### src/hw/dmcp_consts.svh
// Functional notes
// I2C slave address is built from both address-select pin levels.
// SPI chip address bit is compared against the low address-select pin.
// Host pulls the latch low before a transaction, high after it.
// Transfer length follows the address and read/write bits sent first.
// Clock pin is an input, or open-collector output while self-booting.
// SPI works with a free-running or a gated serial clock.
// I2C data pin is open collector: pulled low or released only.
// SPI readback drives the output pin, which floats outside reads.
// SPI serial input arrives on the high address-select pin.
// Boot-select high at reset release starts a self-boot in I2C mode; it is ignored in SPI mode.
// Exactly one of I2C or SPI mode, pins assigned per mode.
`ifndef DMCP_CONSTS_SVH
`define DMCP_CONSTS_SVH

// ****************************************************************
// Addressing
// ****************************************************************
`define DMCP_I2C_ADDR_BASE 5'h0e
`define DMCP_SPI_ADDR_BASE 6'h00
`define DMCP_BOOT_CTRL 8'ha1

// ****************************************************************
// Bit and byte counts
// ****************************************************************
`define DMCP_SPI_LAST_BIT 4'h7
`define DMCP_I2C_LAST_BIT 4'h8
`define DMCP_BOOT_LEN 16'h0100

// ****************************************************************
// Timing
// ****************************************************************
`define DMCP_CLK_NS 5
`define DMCP_BOOT_HALF_NS 5000
`define DMCP_BOOT_HALF_CYC \
   ((`DMCP_BOOT_HALF_NS + `DMCP_CLK_NS - 1) / `DMCP_CLK_NS)

`endif

### src/hw/dmcp_pkg.sv
package dmcp_pkg;

   // ****************************************************************
   // Port sequencer states, Gray along the usual path
   // ****************************************************************
   typedef enum logic [3:0] {
      ST_IDLE = 4'h0,
      ST_ADDR = 4'h1,
      ST_SUB = 4'h3,
      ST_WR = 4'h2,
      ST_RD = 4'h6,
      ST_SKIP = 4'h7,
      ST_BSTART = 4'h5,
      ST_BTX = 4'h4,
      ST_BRX = 4'hc,
      ST_BSTOP = 4'hd
   } dmcp_state_t;

   // ****************************************************************
   // Whole state of the port
   // ****************************************************************
   typedef struct packed {
      dmcp_state_t st;
      logic spi;
      logic boot;
      logic [1:0] init;
      logic [3:0] cnt;
      logic [7:0] sh;
      logic [7:0] rdsh;
      logic phase;
      logic rw;
      logic ack;
      logic [15:0] addr;
      logic clk_p;
      logic dat_p;
      logic latch_p;
      logic [9:0] div;
      logic [15:0] nbytes;
      logic rd_ld;
      logic clk_oe;
      logic clk_out;
      logic dat_oe;
      logic dat_out;
      logic [15:0] core_addr;
      logic [7:0] wdata;
      logic wr;
      logic rd;
   } dmcp_regs_t;

endpackage

### src/hw/dmcp_sync.sv
`timescale 1ns/1ps
module dmcp_sync #(
   parameter int W = 7
) (
   // Clock and reset
   input wire logic clk_sys,
   input wire logic srst,
   // Asynchronous levels in, synchronised levels out
   input wire logic [W-1:0] async_in,
   output logic [W-1:0] sync_out
);

   typedef struct packed {
      logic [W-1:0] meta;
      logic [W-1:0] stab;
   } dmcp_sync_regs_t;

   dmcp_sync_regs_t q_r;
   dmcp_sync_regs_t q_nxt;

   // Two stages; only the second stage is visible
   always_comb
   begin
      q_nxt.meta = async_in;
      q_nxt.stab = q_r.meta;
   end

   // Register the chain
   always_ff @(posedge clk_sys)
   begin
      if (srst)
         q_r <= '0;
      else
         q_r <= q_nxt;
   end

   assign sync_out = q_r.stab;

endmodule

### src/hw/dmcp_port.sv
`timescale 1ns/1ps
`include "dmcp_consts.svh"
module dmcp_port (
   // Clock and reset
   input wire logic clk_sys,
   input wire logic srst,
   // Mode straps
   input wire logic mode_spi_sel,
   input wire logic boot_from_eeprom_sel,
   // Address select pins; high one is SPI serial in
   input wire logic chip_addr_sel_lo,
   input wire logic chip_addr_sel_hi,
   input wire logic spi_latch_n,
   // Shared clock pin
   input wire logic port_clk_in,
   output logic port_clk_out,
   output logic port_clk_oe,
   // Shared data pin, SPI readback or I2C data
   input wire logic port_dat_in,
   output logic port_dat_out,
   output logic port_dat_oe,
   // Core memory side
   output logic [15:0] core_addr,
   output logic [7:0] core_wdata,
   output logic core_wr,
   output logic core_rd,
   input wire logic [7:0] core_rdata,
   // Status
   output logic spi_active,
   output logic boot_busy
);

   dmcp_pkg::dmcp_regs_t q_r;
   dmcp_pkg::dmcp_regs_t q_nxt;
   logic [6:0] sync_vec;
   logic clk_s, dat_s, latch_s, lo_s, hi_s, boot_s, mode_s;
   logic rise, fall, din, fr_start, fr_end, tick;
   logic [7:0] byte_now;
   logic [3:0] last_bit;

   // ****************************************************************
   // Pin synchronisers
   // ****************************************************************
   dmcp_sync #(.W(7)) u_sync (
      .clk_sys(clk_sys),
      .srst(srst),
      .async_in({port_clk_in, port_dat_in, spi_latch_n, chip_addr_sel_lo,
         chip_addr_sel_hi, boot_from_eeprom_sel, mode_spi_sel}),
      .sync_out(sync_vec)
   );

   assign {clk_s, dat_s, latch_s, lo_s, hi_s, boot_s, mode_s} = sync_vec;

   // Address match, per mode
   function automatic logic addr_hit(input logic spi, input logic [6:0] a,
      input logic lo, input logic hi);
      if (spi)
         addr_hit = (a == {`DMCP_SPI_ADDR_BASE, lo});
      else
         addr_hit = (a == {`DMCP_I2C_ADDR_BASE, hi, lo});
   endfunction

   // ****************************************************************
   // Edge and frame detection
   // ****************************************************************
   // Only edges are acted on, so a gated clock is as good as a free one
   assign rise = clk_s & ~q_r.clk_p;
   assign fall = ~clk_s & q_r.clk_p;
   assign din = q_r.spi ? hi_s : dat_s;
   assign byte_now = {q_r.sh[6:0], din};
   assign last_bit = q_r.spi ? `DMCP_SPI_LAST_BIT : `DMCP_I2C_LAST_BIT;
   assign fr_start = q_r.spi ? (~latch_s & q_r.latch_p)
      : (clk_s & q_r.clk_p & q_r.dat_p & ~dat_s);
   assign fr_end = q_r.spi ? latch_s
      : (clk_s & q_r.clk_p & ~q_r.dat_p & dat_s);
   assign tick = (q_r.div == 10'(`DMCP_BOOT_HALF_CYC - 1));

   // ****************************************************************
   // Next state
   // ****************************************************************
   always_comb
   begin
      logic [3:0] ncnt;
      logic [15:0] na;
      ncnt = 4'h0;
      na = 16'h0000;
      q_nxt = q_r;
      q_nxt.wr = 1'b0;
      q_nxt.rd = 1'b0;
      q_nxt.rd_ld = q_r.rd;
      q_nxt.clk_p = clk_s;
      q_nxt.dat_p = dat_s;
      q_nxt.latch_p = latch_s;
      q_nxt.clk_out = 1'b0;
      // Read data arrives one cycle after the request
      if (q_r.rd_ld)
         q_nxt.rdsh = core_rdata;
      if (q_r.init != 2'h3)
      begin
         // Straps are caught once, after the synchronisers settle
         q_nxt.init = q_r.init + 2'h1;
         if (q_r.init == 2'h2)
         begin
            q_nxt.spi = mode_s;
            q_nxt.boot = boot_s & ~mode_s;
            if (boot_s & ~mode_s)
               q_nxt.st = dmcp_pkg::ST_BSTART;
         end
      end
      else if (q_r.boot)
      begin
         // Self-boot master, clock driven open collector
         q_nxt.div = tick ? 10'h000 : q_r.div + 10'h001;
         if (tick)
         begin
            case (q_r.st)
               dmcp_pkg::ST_BSTART:
               begin
                  if (!q_r.dat_oe)
                     q_nxt.dat_oe = 1'b1;
                  else
                  begin
                     q_nxt.clk_oe = 1'b1;
                     q_nxt.st = dmcp_pkg::ST_BTX;
                     q_nxt.sh = `DMCP_BOOT_CTRL;
                     q_nxt.cnt = 4'h0;
                     q_nxt.dat_oe = ~q_nxt.sh[7];
                  end
               end
               dmcp_pkg::ST_BTX, dmcp_pkg::ST_BRX:
               begin
                  if (q_r.clk_oe)
                     q_nxt.clk_oe = 1'b0;
                  else
                  begin
                     q_nxt.clk_oe = 1'b1;
                     ncnt = q_r.cnt + 4'h1;
                     q_nxt.cnt = ncnt;
                     if (q_r.st == dmcp_pkg::ST_BTX)
                     begin
                        if (q_r.cnt == 4'h8)
                        begin
                           q_nxt.cnt = 4'h0;
                           q_nxt.dat_oe = dat_s;
                           q_nxt.st = dat_s ? dmcp_pkg::ST_BSTOP
                              : dmcp_pkg::ST_BRX;
                        end
                        else
                           q_nxt.dat_oe = (ncnt == 4'h8) ? 1'b0
                              : ~q_r.sh[3'h7 - ncnt[2:0]];
                     end
                     else if (q_r.cnt != 4'h8)
                     begin
                        q_nxt.sh = {q_r.sh[6:0], dat_s};
                        q_nxt.dat_oe = 1'b0;
                        if (q_r.cnt == 4'h7)
                        begin
                           q_nxt.wr = 1'b1;
                           q_nxt.wdata = {q_r.sh[6:0], dat_s};
                           q_nxt.core_addr = q_r.addr;
                           q_nxt.addr = q_r.addr + 16'h0001;
                           q_nxt.nbytes = q_r.nbytes + 16'h0001;
                           // Acknowledge all but the final byte
                           q_nxt.dat_oe =
                              (q_r.nbytes != `DMCP_BOOT_LEN - 16'h0001);
                        end
                     end
                     else if (q_r.nbytes == `DMCP_BOOT_LEN)
                     begin
                        q_nxt.st = dmcp_pkg::ST_BSTOP;
                        q_nxt.dat_oe = 1'b1;
                     end
                     else
                     begin
                        q_nxt.cnt = 4'h0;
                        q_nxt.dat_oe = 1'b0;
                     end
                  end
               end
               dmcp_pkg::ST_BSTOP:
               begin
                  if (q_r.clk_oe)
                     q_nxt.clk_oe = 1'b0;
                  else
                  begin
                     q_nxt.dat_oe = 1'b0;
                     q_nxt.boot = 1'b0;
                     q_nxt.st = dmcp_pkg::ST_IDLE;
                  end
               end
               default:
                  q_nxt.st = dmcp_pkg::ST_IDLE;
            endcase
         end
      end
      else if (fr_end)
      begin
         q_nxt.st = dmcp_pkg::ST_IDLE;
         q_nxt.dat_oe = 1'b0;
         q_nxt.cnt = 4'h0;
      end
      else if (fr_start)
      begin
         q_nxt.st = dmcp_pkg::ST_ADDR;
         // The clock fall that follows an I2C start is not a data bit
         q_nxt.cnt = q_r.spi ? 4'h0 : `DMCP_I2C_LAST_BIT;
         q_nxt.phase = 1'b0;
         q_nxt.ack = 1'b0;
         q_nxt.dat_oe = 1'b0;
      end
      else if (q_r.st != dmcp_pkg::ST_IDLE)
      begin
         // Sample on the rising clock edge
         if (rise && q_r.cnt < 4'h8)
            q_nxt.sh = byte_now;
         if (rise && q_r.cnt == 4'h7)
         begin
            q_nxt.ack = ~q_r.spi;
            // Length of the transfer is steered by the leading bytes
            case (q_r.st)
               dmcp_pkg::ST_ADDR:
               begin
                  if (addr_hit(q_r.spi, byte_now[7:1], lo_s, hi_s))
                  begin
                     q_nxt.rw = byte_now[0];
                     if (!q_r.spi && byte_now[0])
                     begin
                        q_nxt.st = dmcp_pkg::ST_RD;
                        q_nxt.rd = 1'b1;
                        q_nxt.core_addr = q_r.addr;
                        q_nxt.addr = q_r.addr + 16'h0001;
                     end
                     else
                        q_nxt.st = dmcp_pkg::ST_SUB;
                  end
                  else
                  begin
                     q_nxt.st = dmcp_pkg::ST_SKIP;
                     q_nxt.ack = 1'b0;
                  end
               end
               dmcp_pkg::ST_SUB:
               begin
                  q_nxt.phase = 1'b1;
                  if (!q_r.phase)
                     q_nxt.addr = {byte_now, q_r.addr[7:0]};
                  else
                  begin
                     na = {q_r.addr[15:8], byte_now};
                     q_nxt.addr = na;
                     q_nxt.st = q_r.rw ? dmcp_pkg::ST_RD
                        : dmcp_pkg::ST_WR;
                     if (q_r.rw)
                     begin
                        q_nxt.rd = 1'b1;
                        q_nxt.core_addr = na;
                        q_nxt.addr = na + 16'h0001;
                     end
                  end
               end
               dmcp_pkg::ST_WR:
               begin
                  q_nxt.wr = 1'b1;
                  q_nxt.wdata = byte_now;
                  q_nxt.core_addr = q_r.addr;
                  q_nxt.addr = q_r.addr + 16'h0001;
               end
               dmcp_pkg::ST_RD:
               begin
                  q_nxt.ack = 1'b0;
                  if (q_r.spi)
                  begin
                     q_nxt.rd = 1'b1;
                     q_nxt.core_addr = q_r.addr;
                     q_nxt.addr = q_r.addr + 16'h0001;
                  end
               end
               default:
                  q_nxt.ack = 1'b0;
            endcase
         end
         // Master acknowledge bit of an I2C read; the address byte's own
         // acknowledge slot is ours and must not count as one
         if (rise && q_r.cnt == 4'h8 && q_r.st == dmcp_pkg::ST_RD
            && !q_r.ack)
         begin
            if (dat_s)
               q_nxt.st = dmcp_pkg::ST_SKIP;
            else
            begin
               q_nxt.rd = 1'b1;
               q_nxt.core_addr = q_r.addr;
               q_nxt.addr = q_r.addr + 16'h0001;
            end
         end
         // Change the data pin on the falling clock edge
         if (fall)
         begin
            ncnt = (q_r.cnt == last_bit) ? 4'h0 : q_r.cnt + 4'h1;
            q_nxt.cnt = ncnt;
            q_nxt.dat_out = 1'b0;
            if (ncnt == 4'h8)
               q_nxt.dat_oe = q_r.ack;
            else if (q_r.st == dmcp_pkg::ST_RD && q_r.spi)
            begin
               q_nxt.dat_oe = 1'b1;
               q_nxt.dat_out = q_r.rdsh[3'h7 - ncnt[2:0]];
            end
            else if (q_r.st == dmcp_pkg::ST_RD)
               q_nxt.dat_oe = ~q_r.rdsh[3'h7 - ncnt[2:0]];
            else
               q_nxt.dat_oe = 1'b0;
         end
      end
   end

   // Register the whole state
   always_ff @(posedge clk_sys)
   begin
      if (srst)
         q_r <= '0;
      else
         q_r <= q_nxt;
   end

   // ****************************************************************
   // Outputs, all straight from flops
   // ****************************************************************
   assign port_clk_out = q_r.clk_out;
   assign port_clk_oe = q_r.clk_oe;
   assign port_dat_out = q_r.dat_out;
   assign port_dat_oe = q_r.dat_oe;
   assign core_addr = q_r.core_addr;
   assign core_wdata = q_r.wdata;
   assign core_wr = q_r.wr;
   assign core_rd = q_r.rd;
   assign spi_active = q_r.spi;
   assign boot_busy = q_r.boot;
endmodule

### config.mk
export PLATFORM = sky130hd
export DESIGN_NAME = dmcp_port
export DESIGN_NICKNAME = d
export VERILOG_FILES = /design/src/hw/dmcp_pkg.sv /design/src/hw/dmcp_sync.sv /design/src/hw/dmcp_port.sv
export VERILOG_INCLUDE_DIRS = /design/src /design/src/hw
export SDC_FILE = /design/constraint.sdc
export NUM_CORES = 1
export LEC_CHECK = 0
export ABC_AREA = 1
export BUFFER_PORTS_ARGS = -buffer_cell sky130_fd_sc_hd__buf_2
export CELL_PAD_IN_SITES_DETAIL_PLACEMENT = 0
export CELL_PAD_IN_SITES_GLOBAL_PLACEMENT = 1
export CORE_ASPECT_RATIO = 0.5
export CORE_MARGIN = 10
export CORE_UTILIZATION = 35
export DETAILED_ROUTE_END_ITERATION = 10
export PLACE_DENSITY_LB_ADDON = 0.1
export SKIP_CTS_REPAIR_TIMING = 1
export SYNTH_ARGS = -nofsm -noshare
export SYNTH_HDL_FRONTEND = slang
export SYNTH_SLANG_ARGS = --single-unit
export TNS_END_PERCENT = 10
### constraint.sdc
create_clock -name clk_sys -period 2.1 [get_ports clk_sys]
set_clock_uncertainty 0.1 [all_clocks]
set_input_delay 0.42 -clock clk_sys [delete_from_list [all_inputs] [get_ports clk_sys]]
set_output_delay 0.42 -clock clk_sys [all_outputs]
set_load 0.01 [all_outputs]
---- Word level (Yosys, flattened, before mapping) ----
Cells that the tools add are included.
storage, ports and cells
  register bits ........................... 121
  word-level logic and storage cells ...... 293
  output and inout bits ................... 32
operators by class
  bitwise logic cells ..................... 25
  mux-type cells .......................... 145
  reduce and logical (&&, ||, !) cells .... 39
  magnitude comparators ................... 3
  equality and inequality tests ........... 46
  $add $sub $neg .......................... 8
operator list
  cell                                                                      count
  16-bit two-way mux                                                        22
  25-bit two-way mux                                                        7
  16-bit case mux with 4 select lines                                       2
  4-bit two-way mux                                                         28
  12-bit two-way mux                                                        5
  19-bit two-way mux                                                        3
  27-bit two-way mux                                                        2
  1-bit two-way mux                                                         53
  16-bit by 1-bit adder with 16-bit output, second input constant           3
  8-bit two-way mux                                                         5
  28-bit two-way mux                                                        1
  26-bit two-way mux                                                        1
  12-bit case mux with 2 select lines                                       1
  4-bit == test, second input constant                                      5
  10-bit AND reduction                                                      2
  16-bit by 9-bit == test with 1-bit output, second input constant          1
  4-bit by 3-bit == test with 1-bit output, second input constant           4
  16-bit by 8-bit inequality test with 1-bit output, second input constant  1
  4-bit inequality test, second input constant                              4
  1-bit inverter                                                            16
  8-bit AND reduction                                                       2
  3-bit inequality test, second input constant                              5
  5-bit inequality test, second input constant                              3
  7-bit AND reduction                                                       2
  41 further kinds                                                          88

---- Longest topological paths before layout ----
Gate-level depths: netlist (run 1).
  depth after elaboration ................. 19
  depth in mapped cells ................... 19
  gate-level depth less buffers ........... 18

---- Hierarchy ----
Synthesis (run 1) repeated with hierarchy kept, for this count alone.
second synthesis, totals
  cells, all modules ...................... 1377
  area total of the unflattened synthesis .. 8612.0 um^2
modules (own cells, without submodules)
  module     times used  cells each  area each (um^2)  sequential area each (um^2)
  dmcp_port  1           1334        8215.4            2122.0
  dmcp_sync  1           43          396.6             280.3

---- Least setup slack after synthesis (run 1) ----
Ideal clock, no wire load.
  path kind ............................... reg2reg
  from .................................... register q_r (netlist bit spi_active)
  to ...................................... register q_r[72] (netlist bit)
  library setup time ...................... 70 ps
  arrival ................................. 1983 ps
  slack ................................... -53 ps
  data required time ...................... 1930 ps
  cell stages (with the launch flop) ...... 20
  clock period less this slack ............ 2153 ps
  cells stage by stage .................... dfxtp_1 -> buf_4 -> inv_4 -> nand2_2 -> nand2_2 -> ha_1 -> nand2_1 -> nor2_1 -> nand3_1 -> inv_1 -> nand2_1 -> o21ai_0 -> nand2_1 -> nand2_1 -> nand2_1 -> nand2_1 -> nand2_1 -> nand2_1 -> nand2_1 -> a21oi_1
on the way
  elaborated cells on any way between the ends .. 30
  those cells by class .................... add/sub: 1; eq/ne: 2; mux: 24; reduce/logical: 3
RTL lines
  item                                                                                  line                                source
  start: declaration                                                                    dmcp_port.sv:33                     dmcp_pkg::dmcp_regs_t q_r;
  start signal: assignment                                                              dmcp_port.sv:323                    q_r <= q_nxt;
  1-bit two-way mux (*)                                                                 dmcp_port.sv:69                     assign din = q_r.spi ? hi_s : dat_s;
  net byte_now[0]                                                                       dmcp_port.sv:38                     logic [7:0] byte_now;
  16-bit by 1-bit adder with 16-bit output / 1-bit logical AND (equally long branches)  dmcp_port.sv:257, dmcp_port.sv:226
  16-bit two-way mux (on tied branches)                                                 dmcp_port.sv:253, dmcp_port.sv:226
  16-bit two-way mux (on tied branches)                                                 dmcp_port.sv:245, dmcp_port.sv:223
  16-bit case mux with 4 select lines (*)                                               dmcp_port.sv:220                    case (q_r.st)
  19-bit two-way mux (*)                                                                dmcp_port.sv:216                    if (rise && q_r.cnt == 4'h7)
  16-bit two-way mux                                                                    dmcp_port.sv:287                    if (dat_s)
  16-bit two-way mux (*)                                                                dmcp_port.sv:284                    if (rise && q_r.cnt == 4'h8 && q_r.st == dmcp_pkg::ST_RD
  19-bit two-way mux (*)                                                                dmcp_port.sv:211                    else if (q_r.st != dmcp_pkg::ST_IDLE)
  16-bit two-way mux (*)                                                                dmcp_port.sv:202                    else if (fr_start)
  19-bit two-way mux (*)                                                                dmcp_port.sv:196                    else if (fr_end)
  16-bit two-way mux (*)                                                                dmcp_port.sv:110                    else if (q_r.boot)
The timed path passes the listed nets; every way through them passes the cells marked *. The select of a mux whose other input is x is not followed.
A chain may end at the register's enable or synchronous reset.

---- Worst setup path in the final report (run 1) ----
  from .................................... register q_r[47] (netlist bit)
  to ...................................... register q_r[45] (netlist bit)
on the way
  longest elaborated chain between the ends .. 2
ends and longest elaborated chain
  item                           line             source
  10-bit == test                 dmcp_port.sv:76  assign tick = (q_r.div == 10'(`DMCP_BOOT_HALF_CYC - 1));
  8-bit AND reduction (no line)  --
Every way passes these cells.

==> flow_summary.html, run 1 <==
<table>
<tr><th>Metric</th><th>Value</th></tr>
<tr><th colspan="2">Timing</th></tr>
<tr><td>Final setup violating endpoints</td><td>1</td></tr>
<tr><td>Final Hold Fails</td><td>0</td></tr>
<tr><td>Highest clock rate</td><td>476 MHz</td></tr>
<tr><td>Transition at the pin with the smallest max-transition slack</td><td>0.584 ns</td></tr>
<tr><td>Post-layout minimum cycle time</td><td>2.10 ns</td></tr>
<tr><td>Smallest setup slack after layout</td><td>-0.00190 ns</td></tr>
<tr><td>Period utilization</td><td>100%</td></tr>
<tr><td>Max-Slew Margin vs Limit</td><td>61.1%</td></tr>
<tr><td>Number of pins with negative max-slew slack in the final report</td><td>0</td></tr>
<tr><td>RSZ-0062 raised after global routing</td><td>true</td></tr>
<tr><td>Fin Setup TNS</td><td>-0.00190 ns</td></tr>
<tr><th colspan="2">Clock tree</th></tr>
<tr><td>Maximum number of buffers from clock root to sink</td><td>2</td></tr>
<tr><td>Clock latency at the later pin of the worst-skew pair</td><td>0.46 ns</td></tr>
<tr><td>Level count of the clock H-tree</td><td>4</td></tr>
<tr><td>CTS Root Buffer Type</td><td>sky130_fd_sc_hd__clkbuf_16</td></tr>
<tr><td>Clock buffers created by TritonCTS</td><td>17</td></tr>
<tr><td>CTS sink count</td><td>120</td></tr>
<tr><td>CTS tree</td><td>done</td></tr>
<tr><td>Clock edge transition at the registers on the reported setup and hold paths</td><td>0.06 ns</td></tr>
<tr><th colspan="2">Power and ir drop</th></tr>
<tr><td>Portion of total power attributed to combinational logic</td><td>14.4%</td></tr>
<tr><td>Largest vdd supply drop</td><td>0.486 mV</td></tr>
<tr><td>Net switching power of the design</td><td>1.83 mW</td></tr>
<tr><td>Fraction of power consumed by the clock network</td><td>48.6%</td></tr>
<tr><td>Switching fraction of total power</td><td>28.5%</td></tr>
<tr><td>Leak</td><td>5.11 nW</td></tr>
<tr><td>Internal power contribution</td><td>4.60 mW</td></tr>
<tr><td>Power per unit of standard cell area</td><td>573 nW/um2</td></tr>
<tr><td>Proportion of power drawn by flip-flops and latches</td><td>37.0%</td></tr>
<tr><th colspan="2">Synthesis</th></tr>
<tr><td>Post-synth top area share</td><td>29.2%</td></tr>
<tr><td>Leading cell types by count after synthesis</td><td>sky130_fd_sc_hd__nand2_1, sky130_fd_sc_hd__inv_1, sky130_fd_sc_hd__a21oi_1, sky130_fd_sc_hd__o21ai_0, sky130_fd_sc_hd__nor2_1</td></tr>
<tr><td>Avg Inst Size Synth</td><td>6.13 um2</td></tr>
<tr><td>Leading post-synthesis cells by cell area</td><td>sky130_fd_sc_hd__dfxtp_1, sky130_fd_sc_hd__nand2_1, sky130_fd_sc_hd__a21oi_1</td></tr>
<tr><td>Number of different library cells in the post-synthesis netlist</td><td>48</td></tr>
<tr><td>Top_reg_cell synth</td><td>sky130_fd_sc_hd__dfxtp_1</td></tr>
<tr><td>Synthesized cell area</td><td>8210 um2</td></tr>
<tr><td>Post-synthesis cell type with the largest combined area</td><td>sky130_fd_sc_hd__dfxtp_1</td></tr>
<tr><td>Library cell with the highest instance count after synthesis</td><td>sky130_fd_sc_hd__nand2_1</td></tr>
<tr><td>Register bit total from synthesis</td><td>120</td></tr>
<tr><td>Sequential area share after synthesis</td><td>29.2%</td></tr>
<tr><td>Share of flip-flops with an asynchronous set or reset</td><td>0%</td></tr>
<tr><td>Nets in the synthesized netlist</td><td>1366</td></tr>
<tr><td>Number of instances in the synthesized netlist</td><td>1340</td></tr>
<tr><td>Post-synth EDFFs</td><td>0</td></tr>
<tr><td>Syn. warnings</td><td>0</td></tr>
<tr><th colspan="2">Setup path</th></tr>
<tr><td>Critical Path RT</td><td>2.35 ns</td></tr>
<tr><td>Cell family with the largest share of critical-path delay</td><td>simple AND/OR/NAND/NOR gates</td></tr>
<tr><td>Highest-delay cell along the critical path</td><td>sky130_fd_sc_hd__dfxtp_2</td></tr>
<tr><td>Number of buffers and inverters on the critical path</td><td>2</td></tr>
<tr><td>Path type of the worst setup path</td><td>reg -&gt; reg</td></tr>
<tr><td>Crit. End Element</td><td>flop</td></tr>
<tr><td>List of cells traversed by the critical path</td><td>ha_4 -&gt; nand2_2 -&gt; inv_2 -&gt; nand4_4 -&gt; buf_6 -&gt; nor3_4 -&gt; nand4_1 -&gt; or2_4 -&gt; o21ai_2 -&gt; a21oi_2</td></tr>
<tr><td>Arrival time of the worst setup path</td><td>2.35 ns</td></tr>
<tr><td>Sort of element at the start of the critical path</td><td>flop</td></tr>
<tr><td>Top fanout value on the critical path</td><td>5</td></tr>
<tr><td>Stage delay of the slowest cell on the critical path</td><td>0.35 ns</td></tr>
<tr><th colspan="2">Placement</th></tr>
<tr><td>IO buf count</td><td>47</td></tr>
<tr><td>Placed instance area</td><td>9990 um2</td></tr>
<tr><td>Gp weighted congestion</td><td>0.952</td></tr>
<tr><td>HPWL reported at the end of detailed placement</td><td>24.4 mm</td></tr>
<tr><td>Worst setup slack after placement</td><td>-0.193 ns</td></tr>
<tr><th colspan="2">Flow run</th></tr>
<tr><td>Max capacitance violation total</td><td>0</td></tr>
<tr><th colspan="2">Routing</th></tr>
<tr><td>ANT nets after route</td><td>0</td></tr>
<tr><td>Total Routed Length</td><td>32.1 mm</td></tr>
<tr><td>Avg WL per Cell</td><td>17.2 um</td></tr>
<tr><td>DRT Pass-1 Iters</td><td>5</td></tr>
<tr><td>Number of remaining DRC errors</td><td>0</td></tr>
<tr><td>First DRT Iteration DRCs</td><td>897</td></tr>
<tr><td>Via total after detailed routing</td><td>9534</td></tr>
<tr><td>Per-cell via count in the routed design</td><td>5.10</td></tr>
<tr><th colspan="2">Global route</th></tr>
<tr><td>Antenna violations before repair</td><td>0</td></tr>
<tr><td>Pin count of the biggest net entering global routing</td><td>45</td></tr>
<tr><td>Overall track demand over capacity in global routing</td><td>20.7%</td></tr>
<tr><td>First-pass GRT wire length</td><td>49.5 mm</td></tr>
<tr><td>Via count of the first global-routing pass</td><td>8734</td></tr>
<tr><td>Remaining global-route overflow</td><td>0</td></tr>
<tr><th colspan="2">Die</th></tr>
<tr><td>Placeable Area</td><td>22900 um2</td></tr>
<tr><td>Number of rows in the core area</td><td>39</td></tr>
<tr><td>Initial Utilization</td><td>35.8%</td></tr>
<tr><td>Die H</td><td>128 um</td></tr>
<tr><td>Count of pins on the block boundary</td><td>49</td></tr>
<tr><td>Chip Width</td><td>237 um</td></tr>
<tr><td>Die area</td><td>30400 um2</td></tr>
<tr><th colspan="2">Worst hold path</th></tr>
<tr><td>Hold crit path type</td><td>in -&gt; reg</td></tr>
<tr><th colspan="2">Run status</th></tr>
<tr><td>Outcome</td><td>finished with violations</td></tr>
<tr><td>Violations in the final reports</td><td>negative setup slack</td></tr>
<tr><th colspan="2">Cells and area</th></tr>
<tr><td>Utilization after layout</td><td>49.0%</td></tr>
<tr><td>Number of nets in the layout</td><td>1574</td></tr>
<tr><td>Diodes inserted</td><td>0</td></tr>
<tr><td>Layout cells sized above 1</td><td>28.4%</td></tr>
<tr><td>Fin area</td><td>11200 um2</td></tr>
<tr><td>Area growth from synthesis to final layout</td><td>36.8%</td></tr>
</table>
==> tightest hold or removal path, cell delays in order <==
cell and delay (ns):
sky130_fd_sc_hd__buf_2 0.09, sky130_fd_sc_hd__inv_1 0.04, sky130_fd_sc_hd__nor2_1 0.03
==> cells by family after synthesis <==
group / Yosys count / share of synthesized area [%]
xor+xnor: 10 / 1.07
other cells: 1 / 0.0457
flops: 120 / 29.2
buf+inv: 242 / 13.2
compound gates: 316 / 20.4
fa+ha+maj: 9 / 1.37
simple gates: 642 / 34.7
==> power groups by stage <==
stage / Clock, mW / Combinational (mW) / Sequential, mW
after global placement: 0 / 0.836 / 2.43
after detailed placement: 0 / 0.833 / 2.43
final: 3.13 / 0.924 / 2.38
after CTS: 3.18 / 0.836 / 2.38
after global routing: 3.27 / 0.999 / 2.39
after floorplan: 0 / 0.438 / 2.41
==> metal layers <==
layer  global-route usage, %  wire (um)  vias to the layer above
met2                    31.5      14000                      254
li1                        -          -                     4801
met5                       0          0                        -
met1                    28.4      15900                     4445
met3                    4.64       1700                       34
met4                    6.82        487                        0
==> layout make-up <==
| cell class | count | area [um2] |
|---|---|---|
| clock buffers | 18 | 439 |
| clock inverters | 14 | 171 |
| fillers | 2378 | 11700 |
| multi-input cells | 978 | 5180 |
| inverters | 169 | 647 |
| repair buffers | 262 | 1990 |
| flip-flops and latches | 120 | 2430 |
| well taps | 307 | 384 |
==> through the flow <==
stage	hold slack, ns	std cells	power, mW
floorplan	0.288	1340	2.85
global placement	0.291	1820	3.26
detailed placement	0.294	1820	3.26
CTS	0.0498	1852	6.39
global route	0.0623	1868	6.66
finish	0.0686	1868	6.44
==> flip-flops by register name (all words and copies together) (netlist names), 7 cells and up <==
name / cells
q_r: 68
core_wdata: 8
core_addr: 16
u_sync.sync_out: 7
byte_now: 7
u_sync.q_nxt: 7
==> cells in the final DEF (no fill, tap or decap), types with 18 or more instances in the layout <==
master / count
sky130_fd_sc_hd__nand2_1: 310
sky130_fd_sc_hd__nand4_1: 19
sky130_fd_sc_hd__buf_2: 47
sky130_fd_sc_hd__buf_4: 199
sky130_fd_sc_hd__nor2_1: 113
sky130_fd_sc_hd__nand3_1: 91
sky130_fd_sc_hd__dfxtp_1: 103
sky130_fd_sc_hd__o21ai_0: 122
sky130_fd_sc_hd__inv_1: 145
sky130_fd_sc_hd__nor3_1: 18
sky130_fd_sc_hd__a21oi_1: 121
==> path summary, 6_finish.rpt <==
check	slack (ns)	depth (start not counted)	endpoint	from
setup / recovery	-0.002	10	q_r[45]	q_r[47]
hold / removal	0.07	3	u_sync.q_nxt[2]	chip_addr_sel_hi
setup reg to reg	-0.002	10	q_r[45]	q_r[47]
hold reg to reg	0.30	2	u_sync.sync_out[6]	u_sync.q_nxt[6]
Power figures use the tool's default switching activity.
==> run 2: changes to the inputs <==
ABC_AREA = 0   (was 1)
CORE_UTILIZATION = 42   (was 35)
CTS_CLUSTER_DIAMETER = 100   (was default)
==> run 2 against run 1 <==
The run still ends with negative setup slack left. Critical endpoint is now q_r[69]. Die area down 20%. Critical path type unchanged. Core utilization increased by 11 points. Global-route usage increased by 1.7 points. Clock-buffer cell count grew 2. Sequential power is 3% lower. Final area fell by 5.4%. Setup slack got worse by 0.26 ns. Power down 7.1%. Sequential cell count is the same.
==> flow_summary.html, run 2 <==
<table>
<tr><th>Metric</th><th>Value</th></tr>
<tr><th colspan="2">Clock tree</th></tr>
<tr><td>Level count of the clock H-tree</td><td>4 (unchanged)</td></tr>
<tr><td>Clock latency at the later pin of the worst-skew pair</td><td>0.43 ns (was 0.46 ns)</td></tr>
<tr><td>Maximum number of buffers from clock root to sink</td><td>2 (unchanged)</td></tr>
<tr><td>Clock buffers created by TritonCTS</td><td>17 (unchanged)</td></tr>
<tr><td>CTS sink count</td><td>120 (unchanged)</td></tr>
<tr><td>CTS tree</td><td>done (unchanged)</td></tr>
<tr><td>Clock edge transition at the registers on the reported setup and hold paths</td><td>0.06 ns (about the same)</td></tr>
<tr><td>CTS Root Buffer Type</td><td>sky130_fd_sc_hd__clkbuf_16 (unchanged)</td></tr>
<tr><th colspan="2">Global route</th></tr>
<tr><td>Via count of the first global-routing pass</td><td>7970 (was 8734)</td></tr>
<tr><td>Pin count of the biggest net entering global routing</td><td>67 (was 45)</td></tr>
<tr><td>First-pass GRT wire length</td><td>43.5 mm (was 49.5 mm)</td></tr>
<tr><td>Remaining global-route overflow</td><td>0 (unchanged)</td></tr>
<tr><td>Antenna violations before repair</td><td>0 (unchanged)</td></tr>
<tr><td>Overall track demand over capacity in global routing</td><td>22.4% (was 20.7%)</td></tr>
<tr><th colspan="2">Routing</th></tr>
<tr><td>ANT nets after route</td><td>0 (unchanged)</td></tr>
<tr><td>Avg WL per Cell</td><td>19.5 um (was 17.2 um)</td></tr>
<tr><td>Total Routed Length</td><td>27.6 mm (was 32.1 mm)</td></tr>
<tr><td>Number of remaining DRC errors</td><td>0 (unchanged)</td></tr>
<tr><td>Via total after detailed routing</td><td>8075 (was 9534)</td></tr>
<tr><td>DRT Pass-1 Iters</td><td>6 (was 5)</td></tr>
<tr><td>Per-cell via count in the routed design</td><td>5.70 (was 5.10)</td></tr>
<tr><td>First DRT Iteration DRCs</td><td>679 (was 897)</td></tr>
<tr><th colspan="2">Power and ir drop</th></tr>
<tr><td>Leak</td><td>4.25 nW (was 5.11 nW)</td></tr>
<tr><td>Largest vdd supply drop</td><td>0.540 mV (was 0.486 mV)</td></tr>
<tr><td>Net switching power of the design</td><td>1.52 mW (was 1.83 mW)</td></tr>
<tr><td>Power per unit of standard cell area</td><td>563 nW/um2 (was 573 nW/um2)</td></tr>
<tr><td>PnR Total Power</td><td>5.98 mW (was 6.44 mW)</td></tr>
<tr><td>Proportion of power drawn by flip-flops and latches</td><td>38.8% (was 37.0%)</td></tr>
<tr><td>Portion of total power attributed to combinational logic</td><td>8.6% (was 14.4%)</td></tr>
<tr><td>Fraction of power consumed by the clock network</td><td>52.6% (was 48.6%)</td></tr>
<tr><td>Switching fraction of total power</td><td>25.4% (was 28.5%)</td></tr>
<tr><td>Internal power contribution</td><td>4.47 mW (was 4.60 mW)</td></tr>
<tr><th colspan="2">Synthesis</th></tr>
<tr><td>Register bit total from synthesis</td><td>120 (unchanged)</td></tr>
<tr><td>Post-synthesis simple-gate area fraction</td><td>27.6% (was 34.7%)</td></tr>
<tr><td>Nets in the synthesized netlist</td><td>981 (was 1366)</td></tr>
<tr><td>Number of instances in the synthesized netlist</td><td>955 (was 1340)</td></tr>
<tr><td>Sequential area share after synthesis</td><td>31.3% (was 29.2%)</td></tr>
<tr><td>Library cell with the highest instance count after synthesis</td><td>sky130_fd_sc_hd__dfxtp_1 (was sky130_fd_sc_hd__nand2_1)</td></tr>
<tr><td>XOR/XNOR Fraction of Synth Area</td><td>4.56% (was 1.07%)</td></tr>
<tr><td>Top_reg_cell synth</td><td>sky130_fd_sc_hd__dfxtp_1 (unchanged)</td></tr>
<tr><td>Post-synth top area share</td><td>31.3% (was 29.2%)</td></tr>
<tr><td>Combinational family with the most area after synthesis</td><td>simple AND/OR/NAND/NOR gates (unchanged)</td></tr>
<tr><td>Synthesized cell area</td><td>7680 um2 (was 8210 um2)</td></tr>
<tr><td>Share of cell area taken by muxes after synthesis</td><td>4.40% (was 0%)</td></tr>
<tr><td>Syn. warnings</td><td>0 (unchanged)</td></tr>
<tr><td>Share of flip-flops with an asynchronous set or reset</td><td>0% (unchanged)</td></tr>
<tr><td>Number of different library cells in the post-synthesis netlist</td><td>99 (was 48)</td></tr>
<tr><td>Leading cell types by count after synthesis</td><td>sky130_fd_sc_hd__dfxtp_1, sky130_fd_sc_hd__nor2_1, sky130_fd_sc_hd__nand2_1, sky130_fd_sc_hd__a21oi_1, sky130_fd_sc_hd__o21ai_0 (was sky130_fd_sc_hd__nand2_1, sky130_fd_sc_hd__inv_1, sky130_fd_sc_hd__a21oi_1, sky130_fd_sc_hd__o21ai_0, sky130_fd_sc_hd__nor2_1)</td></tr>
<tr><td>Compound-Gate Fraction of Synth Area</td><td>22.3% (was 20.4%)</td></tr>
<tr><td>Post-synthesis cell type with the largest combined area</td><td>sky130_fd_sc_hd__dfxtp_1 (unchanged)</td></tr>
<tr><td>Avg Inst Size Synth</td><td>8.04 um2 (was 6.13 um2)</td></tr>
<tr><td>Arithmetic-cell share of the synthesized area counting full adders, half adders and majority gates</td><td>1.47% (was 1.37%)</td></tr>
<tr><td>Leading post-synthesis cells by cell area</td><td>sky130_fd_sc_hd__dfxtp_1, sky130_fd_sc_hd__nor2_1, sky130_fd_sc_hd__a21oi_1 (was sky130_fd_sc_hd__dfxtp_1, sky130_fd_sc_hd__nand2_1, sky130_fd_sc_hd__a21oi_1)</td></tr>
<tr><td>Post-synth EDFFs</td><td>0 (unchanged)</td></tr>
<tr><th colspan="2">Timing</th></tr>
<tr><td>Transition at the pin with the smallest max-transition slack</td><td>0.525 ns (was 0.584 ns)</td></tr>
<tr><td>Smallest setup slack after layout</td><td>-0.260 ns (was -0.00190 ns)</td></tr>
<tr><td>RSZ-0062 raised after global routing</td><td>true (unchanged)</td></tr>
<tr><td>Number of pins with negative max-slew slack in the final report</td><td>0 (unchanged)</td></tr>
<tr><td>Max-Slew Margin vs Limit</td><td>65.0% (was 61.1%)</td></tr>
<tr><td>Period utilization</td><td>112% (was 100%)</td></tr>
<tr><td>Highest clock rate</td><td>424 MHz (was 476 MHz)</td></tr>
<tr><td>Final setup violating endpoints</td><td>47 (was 1)</td></tr>
<tr><td>Final Hold Fails</td><td>0 (unchanged)</td></tr>
<tr><td>Post-layout minimum cycle time</td><td>2.36 ns (was 2.10 ns)</td></tr>
<tr><td>Fin Setup TNS</td><td>-6.51 ns (was -0.00190 ns)</td></tr>
<tr><th colspan="2">Setup path</th></tr>
<tr><td>Worst setup slack for register-to-register paths</td><td>-0.26 ns (was -0.002 ns)</td></tr>
<tr><td>Stage delay of the slowest cell on the critical path</td><td>0.55 ns (was 0.35 ns)</td></tr>
<tr><td>Cell type with the highest occurrence count on the critical path</td><td>sky130_fd_sc_hd__buf_6</td></tr>
<tr><td>List of cells traversed by the critical path</td><td>buf_6 -&gt; mux2i_4 -&gt; buf_6 -&gt; nor4_4 -&gt; buf_4 -&gt; nand2_2 -&gt; o22ai_2 -&gt; a21oi_2 -&gt; or4_4 -&gt; o21ai_2 (was ha_4 -&gt; nand2_2 -&gt; inv_2 -&gt; nand4_4 -&gt; buf_6 -&gt; nor3_4 -&gt; nand4_1 -&gt; or2_4 -&gt; o21ai_2 -&gt; a21oi_2)</td></tr>
<tr><td>Crit. End Element</td><td>flop (unchanged)</td></tr>
<tr><td>Arrival time of the worst setup path</td><td>2.62 ns (was 2.35 ns)</td></tr>
<tr><td>Highest-delay cell along the critical path</td><td>sky130_fd_sc_hd__or4_4 (was sky130_fd_sc_hd__dfxtp_2)</td></tr>
<tr><td>Critical R2R Launch</td><td>spi_active (was q_r[47])</td></tr>
<tr><td>Path type of the worst setup path</td><td>reg -&gt; reg (unchanged)</td></tr>
<tr><td>Sort of element at the start of the critical path</td><td>flop (unchanged)</td></tr>
<tr><td>Worst Setup SP</td><td>spi_active (was q_r[47])</td></tr>
<tr><td>Top fanout value on the critical path</td><td>5 (unchanged)</td></tr>
<tr><td>Critical Path RT</td><td>2.36 ns (was 2.35 ns)</td></tr>
<tr><th colspan="2">Cells and area</th></tr>
<tr><td>Number of nets in the layout</td><td>1196 (was 1574)</td></tr>
<tr><td>Most used cells in the layout excluding fill and tap cells</td><td>sky130_fd_sc_hd__buf_4, sky130_fd_sc_hd__dfxtp_1, sky130_fd_sc_hd__nor2_1, sky130_fd_sc_hd__nand2_1, sky130_fd_sc_hd__a21oi_1 (was sky130_fd_sc_hd__nand2_1, sky130_fd_sc_hd__buf_4, sky130_fd_sc_hd__inv_1, sky130_fd_sc_hd__o21ai_0, sky130_fd_sc_hd__a21oi_1)</td></tr>
<tr><td>Number of fillers in the final layout</td><td>1582 (was 2378)</td></tr>
<tr><td>Most common cell after layout, fill and taps aside</td><td>sky130_fd_sc_hd__buf_4 (was sky130_fd_sc_hd__nand2_1)</td></tr>
<tr><td>Top reg by flops</td><td>q_r (unchanged)</td></tr>
<tr><td>Number of standard cells in the final layout excluding fillers</td><td>1417 (was 1868)</td></tr>
<tr><td>Number of flip-flops under the largest register name</td><td>68 (unchanged)</td></tr>
<tr><td>Diodes inserted</td><td>0 (unchanged)</td></tr>
<tr><td>Area growth from synthesis to final layout</td><td>38.5% (was 36.8%)</td></tr>
<tr><td>Layout cells sized above 1</td><td>37.1% (was 28.4%)</td></tr>
<tr><th colspan="2">Run status</th></tr>
<tr><td>Outcome</td><td>finished with violations (unchanged)</td></tr>
<tr><td>Violations in the final reports</td><td>negative setup slack (unchanged)</td></tr>
<tr><th colspan="2">Worst hold path</th></tr>
<tr><td>Hold crit path type</td><td>in -&gt; reg (unchanged)</td></tr>
<tr><td>Startpoint of the lowest-slack hold path</td><td>port_clk_in (was chip_addr_sel_hi)</td></tr>
<tr><th colspan="2">Placement</th></tr>
<tr><td>Worst setup slack after placement</td><td>-0.403 ns (was -0.193 ns)</td></tr>
<tr><td>Number of cells in the design after placement</td><td>1378 (was 1820)</td></tr>
<tr><td>Gp weighted congestion</td><td>0.978 (was 0.952)</td></tr>
<tr><td>IO buf count</td><td>47 (unchanged)</td></tr>
<tr><td>HPWL reported at the end of detailed placement</td><td>20.8 mm (was 24.4 mm)</td></tr>
<tr><th colspan="2">Die</th></tr>
<tr><td>Die H</td><td>116 um (was 128 um)</td></tr>
<tr><td>Initial Utilization</td><td>43.5% (was 35.8%)</td></tr>
<tr><td>Chip Width</td><td>211 um (was 237 um)</td></tr>
<tr><td>Count of pins on the block boundary</td><td>49 (unchanged)</td></tr>
<tr><td>Number of rows in the core area</td><td>34 (was 39)</td></tr>
<tr><td>Die area</td><td>24400 um2 (was 30400 um2)</td></tr>
<tr><td>Placeable Area</td><td>17700 um2 (was 22900 um2)</td></tr>
<tr><th colspan="2">Flow run</th></tr>
<tr><td>Max capacitance violation total</td><td>0 (unchanged)</td></tr>
</table>
-- run 2: final timing paths --
kind | depth (start not counted) | to
setup / recovery | 10 | q_r[69]
hold / removal | 2 | u_sync.q_nxt[6]
setup reg to reg | 10 | q_r[69]
hold reg to reg | 1 | u_sync.sync_out[4]
-- run 2: logic make-up (layout without fill, tap and decap cells) --
group / count (synthesis) / after routing
compound gates: 249 / 249
xor+xnor: 40 / 40
fa+ha+maj: 9 / 9
buf+inv: 121 / 349
flops: 120 / 120
mux: 27 / 27
other cells: 1 / 1
simple gates: 388 / 388
-- run 2: worst max-delay path, delay by kind of cell, from the launching register on --
family                 cells  cell delay [ns]
AOI/OAI and AO/OA          3             0.24
muxes                      1             0.18
buffers and inverters      3             0.43
and+or+nand+nor            3             0.95
DFF                        1             0.36
-- run 2: area by class of cell --
class                           instances  area (um2)  share of cell area (%)
Clock buffer                           20         457                    4.30
Clock inverter                         12         166                    1.57
Inverter                               25        96.3                   0.906
Multi-Input combinational cell        714        5060                    47.6
Sequential cell                       120        2420                    22.8
Tap cell                              234         293                    2.75
Timing Repair Buffer                  292        2140                    20.1
-- run 2: metal layers --
| metal | share of wire (%) | global-route usage [%] | vias to the layer above |
|---|---|---|---|
| li1 | - | - | 3877 |
| met1 | 47 | 29.5 | 3929 |
| met2 | 45 | 36.6 | 230 |
| met3 | 5.2 | 4.28 | 39 |
| met4 | 1.9 | 6.81 | 0 |
| met5 | 0 | 0 | - |
-- run 2: power by group through the flow --
stage / logic, mW / clock network, mW / registers, mW
floorplan: 0.269 / 0 / 2.37
global placement: 0.483 / 0 / 2.37
detailed placement: 0.480 / 0 / 2.37
CTS: 0.484 / 3.20 / 2.32
global route: 0.558 / 3.29 / 2.33
finish: 0.513 / 3.15 / 2.32
-- run 2: metrics by stage --
stage / util, % / hold slack, ns / area [um2]
finish: 60.2 / 0.0992 / 10600
global route: 60.2 / 0.109 / 10600
CTS: 57.5 / 0.0853 / 10100
detailed placement: 53.9 / 0.329 / 9520
global placement: 53.9 / 0.319 / 9520
floorplan: - / 0.314 / 7740
